===== src/hdl/sft_pkg.sv =====
/*
  sft_pkg: constants and types shared by the serial flash / TPM pin controller.
  Assumes a 125 MHz system clock; all serial clock divisors derive from it.
*/
package sft_pkg;

  // system clock and serial clock rates, in MHz as specified
  localparam int SYS_MHZ = 125;
  localparam int FLASH_MAX_MHZ = 50;
  localparam int TPM_DEF_MHZ = 20;
  localparam int TPM_LO_MHZ = 17;
  localparam int TPM_MID_MHZ = 33;
  localparam int TPM_HI_MHZ = 48;

  // divisors round up so the pin never runs faster than the named rate
  localparam logic [3:0] DIV_FLASH = 4'((SYS_MHZ + FLASH_MAX_MHZ - 1) / FLASH_MAX_MHZ);
  localparam logic [3:0] DIV_TPM_DEF = 4'((SYS_MHZ + TPM_DEF_MHZ - 1) / TPM_DEF_MHZ);
  localparam logic [3:0] DIV_TPM_LO = 4'((SYS_MHZ + TPM_LO_MHZ - 1) / TPM_LO_MHZ);
  localparam logic [3:0] DIV_TPM_MID = 4'((SYS_MHZ + TPM_MID_MHZ - 1) / TPM_MID_MHZ);
  localparam logic [3:0] DIV_TPM_HI = 4'((SYS_MHZ + TPM_HI_MHZ - 1) / TPM_HI_MHZ);

  // tpm rate strap codes; zero is not a valid setting
  localparam logic [1:0] RATE_NONE = 2'h0;
  localparam logic [1:0] RATE_LO = 2'h1;
  localparam logic [1:0] RATE_MID = 2'h2;
  localparam logic [1:0] RATE_HI = 2'h3;

  // targets: index of the select line
  localparam logic [1:0] TGT_PRIMARY = 2'h0;
  localparam logic [1:0] TGT_SECONDARY = 2'h1;
  localparam logic [1:0] TGT_TPM = 2'h2;

  // lane width codes
  localparam logic [1:0] W_SINGLE = 2'h0;
  localparam logic [1:0] W_DUAL = 2'h1;
  localparam logic [1:0] W_QUAD = 2'h2;

  // pin values during and after reset, and the sample tick delay
  localparam logic [3:0] OE_RST = 4'h0;
  localparam logic [3:0] OE_IDLE = 4'h1;
  localparam logic [3:0] PU_RST = 4'hC;
  localparam logic [2:0] SEL_IDLE = 3'h7;
  localparam logic [3:0] TICK_SAMPLE_DLY = 4'h2;

  typedef enum logic [1:0] {
    ST_IDLE = 2'b00,
    ST_OPEN = 2'b01,
    ST_SHIFT = 2'b10,
    ST_GAP = 2'b11
  } sft_state_t;

endpackage


===== src/hdl/sft_tick_if.sv =====
/*
  sft_tick_if: run request and edge ticks between the controller and its clock generator.
  Assumes both ends sit on the same system clock.
*/
`timescale 1ns/100ps
interface sft_tick_if;
  logic run;
  logic [3:0] div;
  logic sclk;
  logic rise;
  logic fall;
  logic sample;

  modport gen (input run, input div, output sclk, output rise, output fall, output sample);
  modport user (output run, output div, input sclk, input rise, input fall, input sample);
endinterface


===== src/hdl/sft_sclk_gen.sv =====
/*
  sft_sclk_gen: divides the system clock into the serial clock while run is high.
  Assumes div is 3 or more and stays constant while run is high.
*/
`timescale 1ns/100ps
module sft_sclk_gen
  import sft_pkg::*;
(
  input wire logic i_sys_clk,  // system clock
  input wire logic i_rst_n,    // async reset, active low
  sft_tick_if.gen tk           // run in, ticks out
);

  typedef struct packed {
    logic [3:0] cnt;
    logic sclk;
    logic rise;
    logic fall;
    logic [1:0] dly;
  } sft_gen_t;

  sft_gen_t s;
  sft_gen_t next_s;

  // low phase takes the extra cycle of an odd divisor, so the low time never gets short
  always_comb begin
    next_s = s;
    if (tk.run) begin
      next_s.cnt = (s.cnt == tk.div - 4'h1) ? 4'h0 : s.cnt + 4'h1;
    end else begin
      next_s.cnt = 4'h0;
    end
    next_s.sclk = tk.run && (next_s.cnt >= tk.div - (tk.div >> 1));
    next_s.rise = next_s.sclk && !s.sclk;
    next_s.fall = !next_s.sclk && s.sclk;
    // sample tick trails the rise by the input synchroniser depth
    next_s.dly = {s.dly[0], s.rise};
  end

  always_ff @(posedge i_sys_clk or negedge i_rst_n) begin
    if (!i_rst_n) begin
      s <= '0;
    end else begin
      s <= next_s;
    end
  end

  assign tk.sclk = s.sclk;
  assign tk.rise = s.rise;
  assign tk.fall = s.fall;
  assign tk.sample = s.dly[1];

endmodule // sft_sclk_gen


===== src/hdl/sft_pins.sv =====
/*
  sft_pins: pin controller for a shared serial bus with two flash selects and one TPM select.
  Assumes I_RST_N is the resume reset, that the user port is on the system clock, and
  that pad drivers resolve each line from its out, output enable and pull enables.
*/
// Function
// the TPM is reached only through the third select.
// the platform attaches at most one TPM to this bus.
// TPM transfers run near 17, 33 or 48 MHz by soft strap.
// TPM clock defaults to 20 MHz; a valid strap replaces it.
// the TPM must work at 20 MHz and tolerate 15 to 20 MHz.
// no TPM interrupt handling here; it uses a separate input.
// the first select addresses only the primary flash.
// the second select addresses only the optional secondary flash.
// the shared serial clock never exceeds 50 MHz.
// host out is an output unless strapped bidirectional as data bit 0.
// host in is an input unless strapped bidirectional as data bit 1.
// data bits 2 and 3 are used only in quad modes.
// pull-ups stay off in resume reset, enabled after release; the code keeps data bits 2 and 3 pulled up (PU_RST) in reset.
// reset pin states, then clock and host out low, selects high.
// at most one select active, others high for the whole transfer.
`timescale 1ns/100ps
module sft_pins
  import sft_pkg::*;
(
  input wire logic I_SYS_CLK,          // 125 MHz system clock
  input wire logic I_RST_N,            // resume reset, async, active low
  input wire logic [1:0] I_TPM_RATE_STRAP, // tpm rate soft strap
  input wire logic I_BIDIR_STRAP,      // data bits 0/1 bidirectional
  input wire logic I_REQ,              // byte request
  input wire logic [1:0] I_TARGET,     // select index, frame start only
  input wire logic [1:0] I_WIDTH,      // lanes: single, dual, quad
  input wire logic I_READ,             // byte is read from target
  input wire logic I_LAST,             // release select after byte
  input wire logic [7:0] I_TX_BYTE,    // byte to send
  input wire logic [3:0] I_DATA_BIT_IN, // data bit 3..0 pad inputs
  output logic O_READY,                // request may be taken
  output logic O_ACK,                  // byte done pulse
  output logic [7:0] O_RX_BYTE,        // byte received
  output logic O_SERIAL_CLOCK_OUT,     // serial clock level
  output logic O_SERIAL_CLOCK_OE,      // serial clock driven
  output logic O_SERIAL_CLOCK_PD_EN,   // serial clock pull-down
  output logic O_PRIMARY_FLASH_SELECT_N,   // primary flash select
  output logic O_SECONDARY_FLASH_SELECT_N, // secondary flash select
  output logic O_TPM_SELECT_N,         // tpm select
  output logic O_SELECT_OE,            // selects driven
  output logic [3:0] O_DATA_BIT_OUT,   // data bit 3..0 out
  output logic [3:0] O_DATA_BIT_OE,    // data bit 3..0 driven
  output logic [3:0] O_DATA_BIT_PU_EN  // data bit 3..0 pull-up
);

  typedef struct packed {
    logic up;
    logic pd;
    sft_state_t st;
    logic [1:0] tgt;
    logic [1:0] w;
    logic last;
    logic rd;
    logic [3:0] div;
    logic [7:0] sh;
    logic [7:0] rx;
    logic [3:0] steps;
    logic [2:0] sel_n;
    logic [3:0] dout;
    logic [3:0] doe;
    logic [3:0] pu;
    logic ready;
    logic ack;
    logic [7:0] rx_byte;
    logic [1:0] rate1;
    logic [1:0] rate2;
    logic bidir1;
    logic bidir2;
    logic [3:0] din1;
    logic [3:0] din2;
  } sft_top_t;

  sft_top_t s;
  sft_top_t next_s;
  sft_tick_if tk ();

  // strap picks the tpm divisor, anything invalid keeps the 20 MHz default
  function automatic logic [3:0] tpm_div(input logic [1:0] rate);
    unique case (rate)
      RATE_LO: tpm_div = DIV_TPM_LO;
      RATE_MID: tpm_div = DIV_TPM_MID;
      RATE_HI: tpm_div = DIV_TPM_HI;
      RATE_NONE: tpm_div = DIV_TPM_DEF;
    endcase
  endfunction

  // lane drive for the current head of the shift register
  function automatic logic [7:0] lanes(input logic [7:0] sh, input logic [1:0] w,
                                       input logic rd);
    logic [3:0] o;
    logic [3:0] e;
    o = 4'h0;
    e = OE_IDLE;
    unique case (w)
      W_DUAL: begin
        o = {2'b00, sh[7], sh[6]};
        e = rd ? 4'h0 : 4'h3;
      end
      W_QUAD: begin
        o = sh[7:4];
        e = rd ? 4'h0 : 4'hF;
      end
      default: begin
        o = {3'b000, sh[7]};
        e = OE_IDLE;
      end
    endcase
    lanes = {o, e};
  endfunction

  function automatic logic [3:0] step_bits(input logic [1:0] w);
    unique case (w)
      W_DUAL: step_bits = 4'h2;
      W_QUAD: step_bits = 4'h4;
      default: step_bits = 4'h1;
    endcase
  endfunction

  sft_sclk_gen u_gen (
    .i_sys_clk(I_SYS_CLK),
    .i_rst_n(I_RST_N),
    .tk(tk)
  );

  // run drops on the last sample, else a divisor of 3 starts an extra rise (ninth in single lane) on the ack edge
  assign tk.run = (s.st == ST_SHIFT) && !(s.steps == 4'h1 && tk.sample);
  assign tk.div = s.div;

  // next state: synchronisers, frame control, shifting
  always_comb begin
    logic take;
    logic [1:0] weff;
    logic [7:0] lv;
    logic [3:0] nb;
    take = 1'b0;
    weff = W_SINGLE;
    lv = 8'h00;
    nb = 4'h0;
    next_s = s;
    next_s.ack = 1'b0;
    next_s.up = 1'b1;
    next_s.pd = 1'b0;
    next_s.rate1 = I_TPM_RATE_STRAP;
    next_s.rate2 = s.rate1;
    next_s.bidir1 = I_BIDIR_STRAP;
    next_s.bidir2 = s.bidir1;
    next_s.din1 = I_DATA_BIT_IN;
    next_s.din2 = s.din1;
    // leaving reset, host out starts driving low
    if (!s.up) begin
      next_s.doe = OE_IDLE;
    end
    unique case (s.st)
      ST_IDLE: begin
        next_s.ready = s.up;
        // unknown target code is never taken, so no select can stray
        if (s.up && s.ready && I_REQ && I_TARGET != 2'h3) begin
          take = 1'b1;
          next_s.tgt = I_TARGET;
          next_s.div = (I_TARGET == TGT_TPM) ? tpm_div(s.rate2) : DIV_FLASH;
          next_s.sel_n = ~(3'h1 << I_TARGET);
        end
      end
      ST_OPEN: begin
        take = I_REQ; // select stays on the frame's target
      end
      ST_SHIFT: begin
        if (tk.fall) begin
          next_s.sh = s.sh << step_bits(s.w);
          lv = lanes(next_s.sh, s.w, s.rd);
          next_s.dout = lv[7:4];
        end
        if (tk.sample) begin
          // no lane mask: single lane reads host in, bit 1
          nb = s.din2;
          unique case (s.w)
            W_DUAL: next_s.rx = {s.rx[5:0], nb[1:0]};
            W_QUAD: next_s.rx = {s.rx[3:0], nb};
            default: next_s.rx = {s.rx[6:0], nb[1]}; // host in carries data
          endcase
          next_s.steps = s.steps - 4'h1;
          if (s.steps == 4'h1) begin
            next_s.ack = 1'b1;
            next_s.rx_byte = next_s.rx;
            next_s.dout = 4'h0;
            next_s.doe = OE_IDLE;
            next_s.ready = !s.last;
            next_s.st = s.last ? ST_GAP : ST_OPEN;
            if (s.last) begin
              next_s.sel_n = SEL_IDLE;
            end
          end
        end
      end
      ST_GAP: begin
        // one idle cycle with all selects high between frames
        next_s.st = ST_IDLE;
        next_s.ready = 1'b1;
      end
    endcase
    if (take) begin
      // without the strap the two low lanes stay simplex, single lane only
      weff = s.bidir2 ? I_WIDTH : W_SINGLE;
      if (weff == 2'h3) begin
        weff = W_SINGLE;
      end
      lv = lanes(I_TX_BYTE, weff, I_READ);
      next_s.w = weff;
      next_s.rd = I_READ;
      next_s.last = I_LAST;
      next_s.sh = I_TX_BYTE;
      next_s.steps = 4'h8 / step_bits(weff);
      next_s.dout = lv[7:4];
      next_s.doe = lv[3:0];
      next_s.ready = 1'b0;
      next_s.st = ST_SHIFT;
    end
    // pull-ups only on undriven lines; in reset PU_RST holds bits 2 and 3 pulled up
    next_s.pu = ~next_s.doe;
  end

  // reset holds the resume-reset pin states
  always_ff @(posedge I_SYS_CLK or negedge I_RST_N) begin
    if (!I_RST_N) begin
      s <= '0;
      s.pd <= 1'b1;
      s.st <= ST_IDLE;
      s.div <= DIV_TPM_DEF;
      s.sel_n <= SEL_IDLE;
      s.doe <= OE_RST;
      s.pu <= PU_RST;
    end else begin
      s <= next_s;
    end
  end

  // all pin outputs come from flops
  assign O_READY = s.ready;
  assign O_ACK = s.ack;
  assign O_RX_BYTE = s.rx_byte;
  assign O_SERIAL_CLOCK_OUT = tk.sclk;
  assign O_SERIAL_CLOCK_OE = s.up;
  assign O_SERIAL_CLOCK_PD_EN = s.pd;
  assign O_PRIMARY_FLASH_SELECT_N = s.sel_n[0];
  assign O_SECONDARY_FLASH_SELECT_N = s.sel_n[1];
  assign O_TPM_SELECT_N = s.sel_n[2];
  assign O_SELECT_OE = s.up;
  assign O_DATA_BIT_OUT = s.dout;
  assign O_DATA_BIT_OE = s.doe;
  assign O_DATA_BIT_PU_EN = s.pu;
endmodule // sft_pins


===== config.mk =====
export PLATFORM = sky130hd
export DESIGN_NAME = sft_pins
export DESIGN_NICKNAME = d
export VERILOG_FILES = /design/src/hdl/sft_pkg.sv /design/src/hdl/sft_tick_if.sv /design/src/hdl/sft_sclk_gen.sv /design/src/hdl/sft_pins.sv
export SDC_FILE = /design/constraint.sdc
export NUM_CORES = 1
export LEC_CHECK = 0
export ABC_AREA = 1
export ABC_CLOCK_PERIOD_IN_PS = 6200
export BUFFER_PORTS_ARGS = -buffer_cell sky130_fd_sc_hd__buf_4
export CELL_PAD_IN_SITES_DETAIL_PLACEMENT = 1
export CELL_PAD_IN_SITES_GLOBAL_PLACEMENT = 1
export CORE_AREA = 2 2 98 100
export DETAILED_ROUTE_END_ITERATION = 8
export DIE_AREA = 0 0 100 102
export PLACE_DENSITY = 0.84
export SLEW_MARGIN = 10
export SYNTH_ARGS = -nofsm -noshare
export SYNTH_HDL_FRONTEND = slang
export SYNTH_SLANG_ARGS = --single-unit

===== constraint.sdc =====
create_clock -name I_SYS_CLK -period 6.2 [get_ports I_SYS_CLK]
set_clock_uncertainty 0.2 [all_clocks]
set_input_delay 1.24 -clock I_SYS_CLK [delete_from_list [all_inputs] [get_ports I_SYS_CLK]]
set_output_delay 1.24 -clock I_SYS_CLK [all_outputs]
set_load 0.005 [all_outputs]

Word-level counts from Yosys, hierarchy flattened:

Cells that the tools add are included.

* register bits after elaboration: 79
* output and inout port bits: 29
* logic and storage cells: 129

* $add $sub $neg: 4
* divide/modulo/power cells: 1
* order comparisons: 1
* eq/ne operators: 21
* shift operators: 2
* multiplexer cells: 43
* bitwise gates (word level): 2
* reductions and logical operators: 28

Operator list (count)
* two-way mux 4 bit: 10
* two-way mux 8 bit: 4
* case mux 4 bit (2 select lines): 3
* two-way mux 23 bit: 1
* two-way mux 10 bit: 2
* two-way mux 20 bit: 1
* case mux 3 bit (2 select lines): 3
* equality test 2 bit, second input constant: 8
* two-way mux 2 bit: 8
* case mux 4 bit (4 select lines): 1
* case mux 8 bit (2 select lines): 1
* two-way mux 11 bit: 1
* two-way mux 9 bit: 1
* AND reduction 3 bit: 3
* equality test 2 x 1 -> 1 bit, second input constant: 4
* logical AND 1 bit: 8
* AND reduction 2 bit: 4
* nonzero test 2 bit: 4
* left shift 8 x 4 -> 8 bit: 1
* subtractor 4 x 1 -> 4 bit, second input constant: 2
* two-way mux 3 bit: 2
* != test 2 bit, second input constant: 3
* != test 3 x 1 -> 1 bit, second input constant: 2
* AND reduction 5 bit: 1
* 18 further kinds: 24

Longest topological paths before layout:

* depth after elaboration: 12
* depth in mapped cells: 18

Modules after synthesis:

A second synthesis with hierarchy kept.

* cell total of the unflattened synthesis: 525
* area total of the unflattened synthesis: 4314.1 um2

Modules (own cells, without submodules)
* sft_pins: instances 1, cells an instance 443, area an instance 3633.5 um2, seq. area each 1711.6 um2
* sft_sclk_gen: instances 1, cells an instance 82, area an instance 680.7 um2, seq. area each 225.2 um2

Worst setup path after synthesis:

OpenSTA, ideal clock, no wires.

* path type: register -> register
* from: reg tk.div[1] (netlist name)
* to: reg u_gen.s, in the netlist u_gen.tk.rise
* arrival time: 2168 ps
* path slack: 3713 ps
* stages on the path, launching flop included: 19
* cells stage by stage: dfstp_2 > inv_1 > ha_1 > inv_1 > nand2_1 > nand2_1 > nor2_1 > nand2_1 > inv_1 > nor2_1 > inv_1 > nor2_1 > ha_1 > nand2_1 > nor2_1 > a211oi_1 > nand2_1 > nand2_1 > nor2_1

RTL lines
* end signal: assignment: line sft_sclk_gen.sv:44 `s <= next_s;`
* end: declaration: line sft_sclk_gen.sv:22 `sft_gen_t s;`

==> qor.yml <==
drt:
  num_vias: 3399
  initialDrtViolationCount: 117
  wl_per_cell_um: 16.1
  drc_errors: 0
  viasPerCell: 5.26
  dr.pass1.iters: 4
  wirelength_um: 10400
  ant_nets: 0
synthesis:
  synth_edf_count: 0
  synth-xor-area-share: 0.0107
  avgSynthCellArea_sq_um: 8.21
  ys_ff_latch: 77
  synth_ff_type: "dfrtp_1"
  syn_area_sq_um: 4080
  synth_compound_area_frac: 0.0981
  synth_mux_area_frac: 0
  netlist_instances: 497
  synthSimpleGateAreaFrac: 0.225
  ys_seq_area_frac: 0.475
  synth_fa_ha_area_frac: 0.0736
  synth_nets: 545
  synth_cell_types: 31
  async_flop_share: 1.00
  synth_top_family_by_area: "simple AND/OR/NAND/NOR gates"
  yosys_warnings: 0
setup_path:
  crit_top_cell: "nand2_1"
  crit_chain: "inv_1 -> ha_1 -> inv_1 -> nand2_1 -> nand2_1 -> nor2_1 -> nand2_1 -> inv_1 -> nor2_1 -> inv_1 -> nor2_1 -> ha_1 -> nand2_1 -> nor2_1 -> a211oi_1 -> nand2_1 -> nand2_1 -> nor2_1"
  r2r_start: "tk.div[1]$_DFFE_PN1P_"
  endpoint: "u_gen.tk.rise$_DFF_PN0_"
  required_ns: 6.24
  endpoint_kind: "flip-flop"
  worst_path_largest_cell_delay_ns: 0.56
  crit_type: "flip-flop to flip-flop"
  crit_path_max_fanout: 4
  crit_path_top_delay_cell: "dfstp_2"
  cp.arrival_ns: 2.93
  r2r-end: "u_gen.tk.rise$_DFF_PN0_"
  rr_worst_depth: 18
  cp-startpoint: "tk.div[1]$_DFFE_PN1P_"
  start_kind: "flip-flop"
  reg2reg_slack_ns: 3.32
sta:
  max_slew_margin: 0.347
  period_needed_ns: 2.88
  maxSlewViolCount: 0
  rsz0062_at_grt: "no"
  period_share: 0.465
  finalSetupTns_ns: 0
  worst_pin_slew_ns: 0.980
  setup_viol: 0
  finalHoldViolCount: 0
  fmax_ghz: 0.347
  worst_hold_slack_ns: 0.156
power_and_ir_drop:
  peakVddDrop_uv: 236
  p_int_mw: 1.13
  clkPwrFrac: 0.203
  leakage_nw: 2.37
  p_seq_frac: 0.357
  p_per_area_nw_per_um2: 437
  p_switching_mw: 0.882
  switching_share: 0.438
  comb_power_share: 0.440
grt:
  grt_pass1_wl_um: 17600
  antenna_found_initial: 0
  overflow: 0
  grt_pass1_vias: 3721
  grt_max_degree: 78
  grt_util_all_layers: 0.221
cts:
  cts_tree: "yes"
  post_cts_resized: 0
  clock-root-buffer: "clkbuf_8"
  cts.path.max_buffers: 2
  clk_latency_ns: 0.36
  path_clk_slew_ns: 0.09
  cts_setup_buffers: 0
  holdBufCountCts: 0
  cts_sinks: 77
  cts_inserted_buffers: 9
  cts_max_level: 3
run:
  drv_cap: 0
die:
  std_cell_rows: 35
  die_h_um: 102
  core-area_sq_um: 9110
  floorplan.initialDensity: 0.448
  die_w_um: 100
  dieArea_sq_um: 10200
  ios: 53
layout:
  area_growth_pct: 12.9
  regArea_sq_um: 1940
  final_common_cell: "nand2_1"
  fin_nets: 578
  drive_gt1_frac: 0.166
  final_cell_mix: "nand2_1, dfrtp_1, inv_1, buf_4, nand3_1"
  antenna-diode-count: 0
  final_util: 0.506
  fillers: 1131
  multi_input_area_sq_um: 1670
worst_hold_path:
  hold_class: "flip-flop to flip-flop"
placement:
  hpwl_um: 7770
  portBuffers: 52
  gpl.final_weighted_congestion: 0.864
status:
  status: "finished clean"
-- flip-flops by register name, indices dropped and copies added, names as in the netlist, 3 cells and up --
register / count
O_DATA_BIT_OE: 4
O_DATA_BIT_OUT: 4
O_DATA_BIT_PU_EN: 4
O_RX_BYTE: 8
next_s: 7
s: 31
tk.div: 3
u_gen.s: 4
-- worst max-delay path: cells and delay by family, from the launching register on --
kind / cells / cell delay (ns)
adders and majority gates: 2 / 0.62
and+or+nand+nor: 11 / 0.92
DFF: 1 / 0.56
AOI/OAI and AO/OA: 1 / 0.17
buffers and inverters: 4 / 0.30
-- metrics by stage --
stage / setup WS (ns) / instances / power (mW) / area [sq um]
after detailed placement: 3.21 / 630 / 1.61 / 4400
final: 3.32 / 646 / 2.01 / 4610
after floorplan: 3.71 / 497 / 1.36 / 4080
after global routing: 3.09 / 646 / 2.19 / 4610
after global placement: 3.31 / 630 / 1.55 / 4400
after CTS: 3.29 / 646 / 2.03 / 4610
-- kinds of logic (layout without fill, tap and decap cells) --
kind of cell               after synthesis  after routing
DFF                                     77             77
adders and majority gates               24             24
buffers and inverters                  100            138
and+or+nand+nor                        218            218
other                                    2              2
AOI/OAI and AO/OA                       71             71
xor gates and xnor gates                 5              5
-- how the worst min path moves through the flow --
stage,slack [ns],endpoint,cells past startpoint,startpoint
after floorplan,0.13,s[0]$_DFF_PN0_,0,next_s[0]$_DFF_PN0_
after global placement,0.14,u_gen.next_s[1]$_DFF_PN0_,0,u_gen.tk.rise$_DFF_PN0_
after detailed placement,0.14,s[3]$_DFF_PN0_,0,next_s[3]$_DFF_PN0_
after CTS,0.16,s[3]$_DFF_PN0_,0,next_s[3]$_DFF_PN0_
after global routing,0.16,s[3]$_DFF_PN0_,0,next_s[3]$_DFF_PN0_
final,0.16,s[3]$_DFF_PN0_,0,next_s[3]$_DFF_PN0_
-- layer usage --
| metal | track usage | part of all wire | up-vias |
|---|---|---|---|
| met4 | 0.0991 | 0.021 | 0 |
| met1 | 0.258 | 0.42 | 1697 |
| met5 | 0 | 0 | - |
| met3 | 0.0315 | 0.028 | 20 |
| met2 | 0.403 | 0.53 | 56 |
| li1 | - | - | 1626 |
-- Yosys cell counts, types with 4 or more instances --
| cell | number | area share |
|---|---|---|
| nor2_1 | 19 | 0.017 |
| nand2_2 | 4 | 0.0061 |
| o21ai_0 | 34 | 0.042 |
| inv_1 | 67 | 0.062 |
| dfstp_2 | 8 | 0.052 |
| o21ai_1 | 7 | 0.0086 |
| nand3_1 | 49 | 0.060 |
| dfrtp_1 | 69 | 0.42 |
| ha_1 | 24 | 0.074 |
| buf_2 | 4 | 0.0049 |
| nand2_1 | 137 | 0.13 |
| o22ai_1 | 6 | 0.0092 |
| xor2_1 | 4 | 0.0086 |
| buf_4 | 23 | 0.042 |
| a21oi_1 | 15 | 0.018 |
-- power groups by stage --
| stage | logic [mW] | clock network, mW | registers (mW) |
|---|---|---|---|
| 2_1_floorplan | 0.664 | 0 | 0.698 |
| 3_3_place_gp | 0.824 | 0 | 0.721 |
| 3_5_place_dp | 0.878 | 0 | 0.729 |
| 4_1_cts | 0.892 | 0.419 | 0.719 |
| 5_1_grt | 1.02 | 0.440 | 0.734 |
| 6_report | 0.887 | 0.408 | 0.720 |
-- final cells by class --
type	instances	share of cell area
timing repair buffer	52	0.0847
multi-input combinational	320	0.362
clock buffer	9	0.0269
clock inverter	7	0.0185
tap	111	0.0301
sequential	77	0.420
inverter	70	0.0570
Note: power is estimated with default switching activity, not from simulation.
